**src/hdl/scsd_pkg.sv**
```systemverilog
// Purpose: constants and types for the serial clock select and decode block
// Assumes: 24-bit processor address, 16-bit processor data
// Notes: chip selects and strobes are active low at the ports
package scsd_pkg;
  localparam int ADDR_W = 24;
  localparam int DATA_W = 16;
  // address field positions
  localparam int A_TOP_HI = 23;
  localparam int A_TOP_LO = 20;
  localparam int A_IO_LO = 22;
  localparam int A_GEN_LO = 21;
  localparam int A_MISC_HI = 19;
  localparam int A_SUB_HI = 18;
  localparam int A_SUB_LO = 16;
  localparam int A_LAT_HI = 14;
  localparam int A_LAT_LO = 12;
  localparam int A_SER_HI = 2;
  localparam int A_SER_LO = 1;
  localparam int D_CLKSEL = 12;
  localparam int D_LATVAL = 15;
  // decode patterns
  localparam logic [1:0] IO_SPACE = 2'h3;
  localparam logic [3:0] MISC_SUB = 4'hA;
  localparam logic [3:0] PERIPH_TOP = 4'hE;
  localparam logic [2:0] GEN_TOP = 3'h7;
  localparam logic [2:0] SER_SUB = 3'h5;
  localparam logic [2:0] MODEM_SUB = 3'h6;
  localparam logic [2:0] GEN_SUB = 3'h4;
  // latch output indices
  localparam logic [2:0] LAT_LINE_ONE = 3'h4;
  localparam logic [2:0] LAT_LINE_TWO = 3'h5;
  localparam logic [2:0] LAT_DIAL_NET = 3'h7;
  // register byte addresses
  localparam logic [23:0] CHAN_A_DATA = 24'hE50000;
  localparam logic [23:0] CHAN_B_DATA = 24'hE50002;
  localparam logic [23:0] CHAN_A_STATUS_COMMAND = 24'hE50004;
  localparam logic [23:0] CHAN_B_STATUS_COMMAND = 24'hE50006;
  localparam logic [23:0] MODEM_LINE_CONTROL = 24'hE60000;
  localparam logic [23:0] MODEM_RELAY_LAMP = 24'hE63000;
  localparam logic [23:0] MODEM_ANSWER_OPTIONS = 24'hE64000;
  localparam logic [23:0] MODEM_DISCONNECT_OPTIONS = 24'hE65000;
  localparam logic [23:0] MODEM_DATAPATH_TEST = 24'hE66000;
  localparam logic [23:0] TRANSCEIVER_CONTROL_ONE = 24'hE68000;
  localparam logic [23:0] TRANSCEIVER_CONTROL_TWO = 24'hE69000;
  localparam logic [23:0] TRANSCEIVER_STATUS = 24'hE6A000;
  localparam logic [23:0] XCVR_MASK = 24'hFFF000;
  // serial controller register selects (a2,a1)
  localparam logic [1:0] SER_A_DATA = 2'h0;
  localparam logic [1:0] SER_B_DATA = 2'h1;
  localparam logic [1:0] SER_A_CTRL = 2'h2;
  localparam logic [1:0] SER_B_CTRL = 2'h3;
  // clock switch states, one-hot
  typedef enum logic [2:0] {
    SW_RUN = 3'h1,
    SW_WAIT = 3'h2,
    SW_SWAP = 3'h4
  } scsd_sw_state_type;
  // processor bus request
  typedef struct packed {
    logic [23:0] addr;
    logic [15:0] data;
    logic strobe;
    logic write;
  } scsd_bus_type;
  // decoded selects
  typedef struct packed {
    logic serialSel;
    logic modemSel;
    logic miscWrite;
    logic genWrite;
    logic xcvrCtrlOne;
    logic xcvrCtrlTwo;
    logic xcvrStatus;
  } scsd_sel_type;
endpackage

```
**src/hdl/scsd_serial_clock_select.sv**
```systemverilog
// Purpose: serial channel clock selection, address decode and line-select latch
// Assumes: inputs synchronous to clk; serial clocks far slower than clk
// Notes: all outputs registered; chip selects and strobes active low

// Summary of operation
// each channel selects its clock source independently of the other
// channel A clocks come from port clocks or baud generator, one mux per direction
// channel B terminal-ready low picks port clocks, high picks baud generator
// channel B clocks come from modem clocks or fixed 19.2K source
// channel B select bit zero picks modem clocks, one picks 19.2K source
// channel B select bit loads from data bit 12 on misc register write
// misc write: a23,a22 high, a21,a20 ignored, a19..a16 = 1010
// serial controller select: a23..a20 = 1110, a19 ignored, a18..a16 = 101
// modem select: a23..a20 = 1110, a19 ignored, a18..a16 = 110
// a23 and a22 form an i/o enable qualifying peripheral selects
// serial window: data at E50000/E50002, status/command at E50004/E50006
// transceiver controls at E68000, E69000 and status at E6A000
// processor writes modem setup to its write-only locations
// processor loads modem setup first, then sends data over channel B
// general control write sets latch output a14..a12 to data bit 15
// general control write: a23..a21 high, a20,a19 ignored, a18..a16 = 100
// latch index 100 line one, 101 line two, 111 dial-network connect
// channel B select and latch outputs clear on reset
// clock muxes switch only while both candidate clocks are low
module scsd_serial_clock_select (
  // clock and reset
  input wire logic clk,
  input wire logic reset,
  // processor bus
  input wire logic [23:0] procAddr,
  input wire logic [15:0] procData,
  input wire logic procStrobe,
  input wire logic procWrite,
  // clock sources
  input wire logic port_ext_tx_clock,
  input wire logic port_ext_rx_clock,
  input wire logic prog_baud_out,
  input wire logic line_unit_tx_clock,
  input wire logic line_unit_rx_clock,
  input wire logic fixedBaudClock,
  input wire logic chanBTermReady,
  // serial controller clocks
  output logic chan_a_tx_clock,
  output logic chan_a_rx_clock,
  output logic chan_b_tx_clock,
  output logic chan_b_rx_clock,
  // decoded selects
  output logic serialSelect_n,
  output logic [1:0] serialRegSel,
  output logic modemSelect_n,
  output logic misc_reg_write_n,
  output logic gen_ctrl_write_n,
  output logic xcvrCtrlOneWrite_n,
  output logic xcvrCtrlTwoWrite_n,
  output logic xcvrStatusRead_n,
  output logic io_space_enable,
  // control outputs
  output logic chan_b_clk_select_n,
  output logic line_one_select,
  output logic line_two_select,
  output logic dialNetConnect
);

  scsd_pkg::scsd_bus_type bus;
  scsd_pkg::scsd_sel_type sel;
  logic clkSelBit_reg;
  logic [7:0] latch_reg;
  logic [3:0] clkIn;
  logic [3:0] clkAlt;
  logic [3:0] want;
  logic [3:0] clkOut_reg;

  assign bus = '{addr: procAddr, data: procData, strobe: procStrobe, write: procWrite};

  // address window decoders
  function automatic logic ioSpace(input logic [23:0] a);
    ioSpace = (a[scsd_pkg::A_TOP_HI:scsd_pkg::A_IO_LO] == scsd_pkg::IO_SPACE);
  endfunction

  function automatic logic periph(input logic [23:0] a, input logic [2:0] sub);
    periph = ioSpace(a)
      && (a[scsd_pkg::A_TOP_HI:scsd_pkg::A_TOP_LO] == scsd_pkg::PERIPH_TOP)
      && (a[scsd_pkg::A_SUB_HI:scsd_pkg::A_SUB_LO] == sub);
  endfunction

  function automatic logic xcvrHit(input logic [23:0] a, input logic [23:0] base);
    xcvrHit = ioSpace(a) && ((a & scsd_pkg::XCVR_MASK) == base);
  endfunction

  always_comb begin
    sel.serialSel = periph(bus.addr, scsd_pkg::SER_SUB);
    sel.modemSel = periph(bus.addr, scsd_pkg::MODEM_SUB);
    sel.miscWrite = ioSpace(bus.addr) && bus.write
      && (bus.addr[scsd_pkg::A_MISC_HI:scsd_pkg::A_SUB_LO] == scsd_pkg::MISC_SUB);
    sel.genWrite = ioSpace(bus.addr) && bus.write
      && (bus.addr[scsd_pkg::A_TOP_HI:scsd_pkg::A_GEN_LO] == scsd_pkg::GEN_TOP)
      && (bus.addr[scsd_pkg::A_SUB_HI:scsd_pkg::A_SUB_LO] == scsd_pkg::GEN_SUB);
    sel.xcvrCtrlOne = bus.write && xcvrHit(bus.addr, scsd_pkg::TRANSCEIVER_CONTROL_ONE);
    sel.xcvrCtrlTwo = bus.write && xcvrHit(bus.addr, scsd_pkg::TRANSCEIVER_CONTROL_TWO);
    sel.xcvrStatus = !bus.write && xcvrHit(bus.addr, scsd_pkg::TRANSCEIVER_STATUS);
  end

  // serial controller select
  always_ff @(posedge clk or posedge reset) begin
    if (reset) begin
      serialSelect_n <= 1'b1;
    end else begin
      serialSelect_n <= !(bus.strobe && sel.serialSel);
    end
  end

  // serial controller register select
  always_ff @(posedge clk or posedge reset) begin
    if (reset) begin
      serialRegSel <= 2'h0;
    end else begin
      serialRegSel <= bus.addr[scsd_pkg::A_SER_HI:scsd_pkg::A_SER_LO];
    end
  end

  // modem select
  always_ff @(posedge clk or posedge reset) begin
    if (reset) begin
      modemSelect_n <= 1'b1;
    end else begin
      modemSelect_n <= !(bus.strobe && sel.modemSel);
    end
  end

  // misc register write strobe
  always_ff @(posedge clk or posedge reset) begin
    if (reset) begin
      misc_reg_write_n <= 1'b1;
    end else begin
      misc_reg_write_n <= !(bus.strobe && sel.miscWrite);
    end
  end

  // general control write strobe
  always_ff @(posedge clk or posedge reset) begin
    if (reset) begin
      gen_ctrl_write_n <= 1'b1;
    end else begin
      gen_ctrl_write_n <= !(bus.strobe && sel.genWrite);
    end
  end

  // transceiver control one write
  always_ff @(posedge clk or posedge reset) begin
    if (reset) begin
      xcvrCtrlOneWrite_n <= 1'b1;
    end else begin
      xcvrCtrlOneWrite_n <= !(bus.strobe && sel.xcvrCtrlOne);
    end
  end

  // transceiver control two write
  always_ff @(posedge clk or posedge reset) begin
    if (reset) begin
      xcvrCtrlTwoWrite_n <= 1'b1;
    end else begin
      xcvrCtrlTwoWrite_n <= !(bus.strobe && sel.xcvrCtrlTwo);
    end
  end

  // transceiver status read
  always_ff @(posedge clk or posedge reset) begin
    if (reset) begin
      xcvrStatusRead_n <= 1'b1;
    end else begin
      xcvrStatusRead_n <= !(bus.strobe && sel.xcvrStatus);
    end
  end

  // i/o space enable
  always_ff @(posedge clk or posedge reset) begin
    if (reset) begin
      io_space_enable <= 1'b0;
    end else begin
      io_space_enable <= bus.strobe && ioSpace(bus.addr);
    end
  end

  // channel B clock select bit
  always_ff @(posedge clk or posedge reset) begin
    if (reset) begin
      clkSelBit_reg <= 1'b0;
    end else if (bus.strobe && sel.miscWrite) begin
      clkSelBit_reg <= bus.data[scsd_pkg::D_CLKSEL];
    end
  end

  // addressable latch
  always_ff @(posedge clk or posedge reset) begin
    if (reset) begin
      latch_reg <= 8'h00;
    end else if (bus.strobe && sel.genWrite) begin
      latch_reg[bus.addr[scsd_pkg::A_LAT_HI:scsd_pkg::A_LAT_LO]] <=
        bus.data[scsd_pkg::D_LATVAL];
    end
  end

  // channel B clock select output
  always_ff @(posedge clk or posedge reset) begin
    if (reset) begin
      chan_b_clk_select_n <= 1'b1;
    end else begin
      chan_b_clk_select_n <= !clkSelBit_reg;
    end
  end

  // line one select output
  always_ff @(posedge clk or posedge reset) begin
    if (reset) begin
      line_one_select <= 1'b0;
    end else begin
      line_one_select <= latch_reg[scsd_pkg::LAT_LINE_ONE];
    end
  end

  // line two select output
  always_ff @(posedge clk or posedge reset) begin
    if (reset) begin
      line_two_select <= 1'b0;
    end else begin
      line_two_select <= latch_reg[scsd_pkg::LAT_LINE_TWO];
    end
  end

  // dial network connect output
  always_ff @(posedge clk or posedge reset) begin
    if (reset) begin
      dialNetConnect <= 1'b0;
    end else begin
      dialNetConnect <= latch_reg[scsd_pkg::LAT_DIAL_NET];
    end
  end

  // mux inputs: index 0 a-tx, 1 a-rx, 2 b-tx, 3 b-rx
  assign clkIn = {line_unit_rx_clock, line_unit_tx_clock, port_ext_rx_clock, port_ext_tx_clock};
  assign clkAlt = {fixedBaudClock, fixedBaudClock, prog_baud_out, prog_baud_out};
  assign want = {clkSelBit_reg, clkSelBit_reg, chanBTermReady, chanBTermReady};

  genvar g;
  generate
    for (g = 0; g < 4; g++) begin : gen_mux
      scsd_pkg::scsd_sw_state_type state_reg;
      logic useAlt_reg;

      // switch sequencer
      always_ff @(posedge clk or posedge reset) begin
        if (reset) begin
          state_reg <= scsd_pkg::SW_RUN;
        end else begin
          case (state_reg)
            scsd_pkg::SW_RUN: begin
              if (want[g] != useAlt_reg) begin
                state_reg <= scsd_pkg::SW_WAIT;
              end
            end
            scsd_pkg::SW_WAIT: begin
              if (want[g] == useAlt_reg) begin
                state_reg <= scsd_pkg::SW_RUN;
              end else if (!clkIn[g] && !clkAlt[g]) begin
                state_reg <= scsd_pkg::SW_SWAP;
              end
            end
            scsd_pkg::SW_SWAP: begin
              state_reg <= scsd_pkg::SW_RUN;
            end
            default: begin
              state_reg <= scsd_pkg::SW_RUN;
            end
          endcase
        end
      end

      // chosen source, changed only in the swap state
      always_ff @(posedge clk or posedge reset) begin
        if (reset) begin
          useAlt_reg <= 1'b0;
        end else if (state_reg == scsd_pkg::SW_SWAP) begin
          useAlt_reg <= want[g];
        end
      end

      // muxed clock, held low while switching
      always_ff @(posedge clk or posedge reset) begin
        if (reset) begin
          clkOut_reg[g] <= 1'b0;
        end else if (state_reg == scsd_pkg::SW_RUN) begin
          clkOut_reg[g] <= useAlt_reg ? clkAlt[g] : clkIn[g];
        end else begin
          clkOut_reg[g] <= 1'b0;
        end
      end
    end
  endgenerate

  assign chan_a_tx_clock = clkOut_reg[0];
  assign chan_a_rx_clock = clkOut_reg[1];
  assign chan_b_tx_clock = clkOut_reg[2];
  assign chan_b_rx_clock = clkOut_reg[3];

endmodule

```
**config.mk**
```make
export PLATFORM = sky130hd
export DESIGN_NAME = scsd_serial_clock_select
export DESIGN_NICKNAME = d
export VERILOG_FILES = /design/src/hdl/scsd_pkg.sv /design/src/hdl/scsd_serial_clock_select.sv
export SDC_FILE = /design/constraint.sdc
export NUM_CORES = 1
export LEC_CHECK = 0
export BUFFER_PORTS_ARGS = -buffer_cell sky130_fd_sc_hd__buf_2
export CORE_UTILIZATION = 25
export DETAILED_ROUTE_END_ITERATION = 16
export PLACE_DENSITY = 0.52
export SLEW_MARGIN = 25
export SYNTH_ARGS = -nofsm -noshare
export SYNTH_HDL_FRONTEND = slang
export SYNTH_SLANG_ARGS = --single-unit
```
**constraint.sdc**
```tcl
create_clock -name clk -period 1.95 [get_ports clk]
set_clock_uncertainty 0.15 [all_clocks]
set_input_delay 0 -clock clk [delete_from_list [all_inputs] [get_ports clk]]
set_output_delay 0 -clock clk [all_outputs]
set_load 0.05 [all_outputs]
```
# Yosys cells after proc, flatten, opt, wreduce, memory -nomap -nowiden
# Cells that the tools add are included.
# op_classes
n_lt_le_gt_ge,2
n_eq_ne,38
muxes,27
reduce_logical,45
# op_table
cell,count
12-bit equality test (second input constant),3
3-bit 2-to-1 mux,12
1-bit logical AND,26
3-bit equality test (second input constant),8
3-bit case mux with 2 select lines,4
1-bit logical NOT,15
3-bit by 1-bit equality test with 1-bit output (second input constant),4
3-bit by 2-bit equality test with 1-bit output (second input constant),4
3-bit != test (second input constant),4
1-bit 2-to-1 mux,9
8-bit bitwise mux,1
4-bit equality test (second input constant),2
2-bit != test (second input constant),4
2-bit AND reduction,4
1-bit equality test,4
3-bit by 4-bit less-than comparator with 1-bit output (second input constant),1
1-bit != test,4
1-bit demux with 3-bit select,1
3-bit by 1-bit >= comparator with 1-bit output (second input constant),1
2-bit equality test (second input constant),1
# word_totals
register_bits,43
in_bits,51
word_cells,139

# Depth between registers and ports, before layout
# depth
depth_word,6
ltp_mapped,3
depth_no_buf,3

# Least setup slack after synthesis
# No wires, ideal clock.
# synth_timing
kind,flip-flop to flip-flop
startpoint,register gen_mux[1].state_reg[0]
endpoint,register gen_mux[1].useAlt_reg
setup_time_ps,125
arrival_ps,917
required_time_ps,1675
setup_slack_ps,758
path_stages_with_launch,4
path_buffers,0
synth_period_minus_slack_ps,1192
cell_sequence,dfstp_2 nor2_1 nand2_1 mux2_2
# synth_between
elab_chain_len,1
# synth_lines
element,line,rtl
start: declaration,scsd_serial_clock_select.sv:247,scsd_pkg::scsd_sw_state_type state_reg;
start signal: assignment,scsd_serial_clock_select.sv:253,state_reg <= scsd_pkg::SW_RUN;
start signal: assignment,scsd_serial_clock_select.sv:258,state_reg <= scsd_pkg::SW_WAIT;
start signal: assignment,scsd_serial_clock_select.sv:263,state_reg <= scsd_pkg::SW_RUN;
3-bit equality test,scsd_serial_clock_select.sv:282,end else if (state_reg == scsd_pkg::SW_SWAP) begin
end signal: assignment,scsd_serial_clock_select.sv:283,useAlt_reg <= want[g];
end: declaration,scsd_serial_clock_select.sv:248,logic useAlt_reg;
# Every way passes these cells.
# A chain may end at the register's enable or synchronous reset.

# Worst setup path in the final report
# layout_timing
startpoint,input procWrite
endpoint,register clkSelBit_reg
# layout_between
elab_chain_len,3
# layout_lines
element,line,rtl
start: declaration,scsd_serial_clock_select.sv:33,"input wire logic procWrite,"
1-bit logical AND,scsd_serial_clock_select.sv:93,sel.miscWrite = ioSpace(bus.addr) && bus.write
1-bit logical AND,scsd_serial_clock_select.sv:94,&& (bus.addr[scsd_pkg::A_MISC_HI:scsd_pkg::A_SUB_LO] == scsd_pkg::MISC_SUB);
1-bit logical AND,scsd_serial_clock_select.sv:188,end else if (bus.strobe && sel.miscWrite) begin
end signal: assignment,scsd_serial_clock_select.sv:189,clkSelBit_reg <= bus.data[scsd_pkg::D_CLKSEL];
end: declaration,scsd_serial_clock_select.sv:66,logic clkSelBit_reg;
# Every way passes these cells.

==> results by group <==
Timing
  – Fmax: 0.534 GHz
  – Slew Limit Fails: 0
  – RSZ-0062 raised after global routing: false
  – Tmin final: 1870 ps
  – Final worst-path cycle share: 0.961
  – Finish-stage setup viols: 0
  – Final setup TNS: 0 ps
  – Final hold violations: 0
  – Rel. slew slack: 0.686
  – WHS: 42.5 ps
  – Slew @ Worst Pin: 471 ps

Worst hold path
  – Worst Hold Path EP: gen_ctrl_write_n$_DFF_PP1_
  – Worst Min Path Start: procAddr[16]
  – HP Class: input port to flip-flop
  – Hold depth: 3

Power
  – Maximum vdd drop: between 0.3 and 0.4 mV
  – P_leak: roughly 0.0011 uW
  – Pwr dens: 838 mW/mm2

Logic synthesis
  – Synthesized area: 0.00155 mm2
  – Syn avg cell area: 12.5 um2
  – Synth cell types: 28
  – Syn Nets: 175
  – Yosys reg bits: 38
  – Yosys warning total: 0
  – Post-Syn Instances: 124
  – Sequential share of the synthesized area: 0.624

Route
  – Post-DRT Antenna Nets: 0
  – Drt pass-1 iters: 4
  – DRC viols: 0
  – Initial DRC count: 21
  – Vias/cell: 4.32
  – Vias: around 1200
  – DR WL/cell: 11.5 um
  – Total Routed Length: ~3300 um

Clock tree
  – CTS tree: built
  – Inserted Clock Buffers: 5
  – Clock Tree Root: clkbuf_8
  – Reg clk slew, reported paths: ~80 ps
  – Clk Latency, worst-skew pair: 290 ps
  – CTS H-tree depth: 2
  – Setup bufs post-CTS: 0
  – Clock sinks: 38
  – Maximum clock path buffer count: 2

Layout
  – Layout Nets: 263
  – Layout cells sized above 1: 0.371
  – Largest register FFs: 12
  – Fillers: 607
  – Diodes inserted: 0
  – Syn-to-layout area delta: 50.3%

Worst setup path
  – Reg2reg start: clkSelBit_reg$_DFFE_PP0P_
  – CP endpoint kind: flip-flop
  – Crit path kind: input port to flip-flop
  – Critical path arrival: 1900 ps
  – Flop2flop setup slack: around 180 ps
  – R2R Path End: gen_mux[3].state_reg[2]$_DFFE_PP0P_
  – Reg2Reg Depth: 4
  – CP Launch Type: input port
  – Worst EP required: 1980 ps
  – Crit Path Max Fanout: 4

Die
  – Die Ht: between 80 and 90 um
  – Core area: 0.00596 mm2
  – Row cnt: 28
  – Die area: approximately 0.0065 mm2
  – Starting Density: 0.260
  – I/O Pins: just under 70
  – Die X: 80.7 um

Status
  – Outcome: finished, final reports clean

Place
  – Detailed Place HPWL: 2280 um
  – PortBufs: 44
  – RePlAce Congestion: 0.729

Global route
  – Vias in the first global route: 1283
  – First-pass GRT wire length: ~5500 um
  – Largest net degree at the start of global routing: 39
  – Total track usage: 0.115
  – Global route overflow: 0
  – Initial antenna violation count: 0

Job
  – Max Cap Viol: 0
per-layer routing:
metal | GRT usage | share of wire | routed length, um | vias to the layer above
li1 | - | - | - | 605
met1 | 0.127 | 0.44 | 1470 | 600
met2 | 0.202 | 0.49 | 1630 | 33
met3 | 0.0318 | 0.040 | 131 | 7
met4 | 0.0589 | 0.022 | 74 | 0
met5 | 0 | 0 | 0 | -
placed cells by master, fill, tap and decap left out, types with 4 or more instances in the layout:
cell,netlist,final
nor2b_1,4,4
nor4_1,4,4
a21o_1,4,4
dlygate4sd3_1,0,36
nor3_1,5,5
nand2b_1,12,12
xor2_1,4,4
dfstp_2,12,12
nor2_1,8,8
clkbuf_8,0,6
buf_2,0,44
nand2_1,7,7
mux2i_1,4,4
mux2_2,8,8
dfrtp_1,26,26
cells by family after synthesis:
logic type | share of synthesized area
AND/OR/NAND/NOR | 0.225
flip-flops | 0.624
multiplexers | 0.0840
AO/OA/AOI/OAI | 0.0372
XOR/XNOR | 0.0226
buffers and inverters | 0.00727
final cells by class:
class / count / area (um2) / area share
Sequential cell: 38 / 966 / 0.415
Timing Repair Buffer: 81 / 588 / 0.253
Multi-Input combinational cell: 83 / 574 / 0.247
Tap cell: 75 / 93.8 / 0.0403
Clock buffer: 6 / 82.6 / 0.0355
Clock inverter: 2 / 12.5 / 0.00537
Inverter: 3 / 11.3 / 0.00484
cells in the mapped netlist:
master,count,area [um2]
nand3_1,3,15.0
nor2_1,8,30.0
inv_1,3,11.3
nand3b_1,1,7.51
a21o_1,4,30.0
or3b_1,1,8.76
xor2_1,4,35.0
dfrtp_1,26,651
and2b_2,1,8.76
dfstp_2,12,315
nor3_1,5,25.0
o21bai_1,1,7.51
nor4_2,1,12.5
nor4_1,4,25.0
nand4_1,2,12.5
nand4b_1,2,17.5
o21ai_0,3,15.0
and3_1,2,12.5
and4bb_2,2,25.0
or2_2,1,6.26
nand2b_1,12,75.1
mux2i_1,4,40.0
a21oi_1,1,5.00
or4_1,1,7.51
mux2_2,8,90.1
and4_1,1,8.76
nor2b_1,4,25.0
nand2_1,7,26.3
worst max-delay path by stage:
stage | startpoint | end | slack, ps
floorplan | gen_mux[1].state_reg[0]$_DFFE_PP1P_ | gen_mux[1].useAlt_reg$_DFFE_PP0N_ | 760
global placement | gen_mux[0].state_reg[0]$_DFFE_PP1P_ | gen_mux[0].useAlt_reg$_DFFE_PP0N_ | 730
detailed placement | clkSelBit_reg$_DFFE_PP0P_ | gen_mux[2].state_reg[2]$_DFFE_PP0P_ | 700
CTS | procWrite | clkSelBit_reg$_DFFE_PP0P_ | 90
global route | procAddr[20] | xcvrStatusRead_n$_DFF_PP1_ | 6
finish | procWrite | clkSelBit_reg$_DFFE_PP0P_ | 80
through the flow:
stage | total power (uW) | util | setup WS [ps] | instance area (um2) | std cells
after floorplan | 1240 | - | 758 | 1550 | 124
after global placement | 1350 | 0.314 | 732 | 1870 | 244
after detailed placement | 1360 | 0.314 | 698 | 1870 | 244
after CTS | 1980 | 0.391 | 93.8 | 2330 | 288
after global routing | 2080 | 0.391 | 5.76 | 2330 | 288
final | 1950 | 0.391 | 76.2 | 2330 | 288
worst max-delay path, cell delays in order:
cell	delay (ps)
dlygate4sd3_1	540
buf_2	140
and4bb_2	220
nand3_1	120
mux2_2	340
dlygate4sd3_1	550
report_power, final:
| part | internal (uW) | switching, uW |
|---|---|---|
| combinational | 185 | 253 |
| sequential | 894 | 51.8 |
| clock | 284 | 284 |
| total | 1360 | 589 |
timing repair:
item,in CTS,in global routing
endpoints found under the setup margin,0,1
hold buffers,36,0
gates resized for setup,0,1
endpoints found under the hold margin,56,0
No activity file was read; power rests on OpenSTA's default activity.
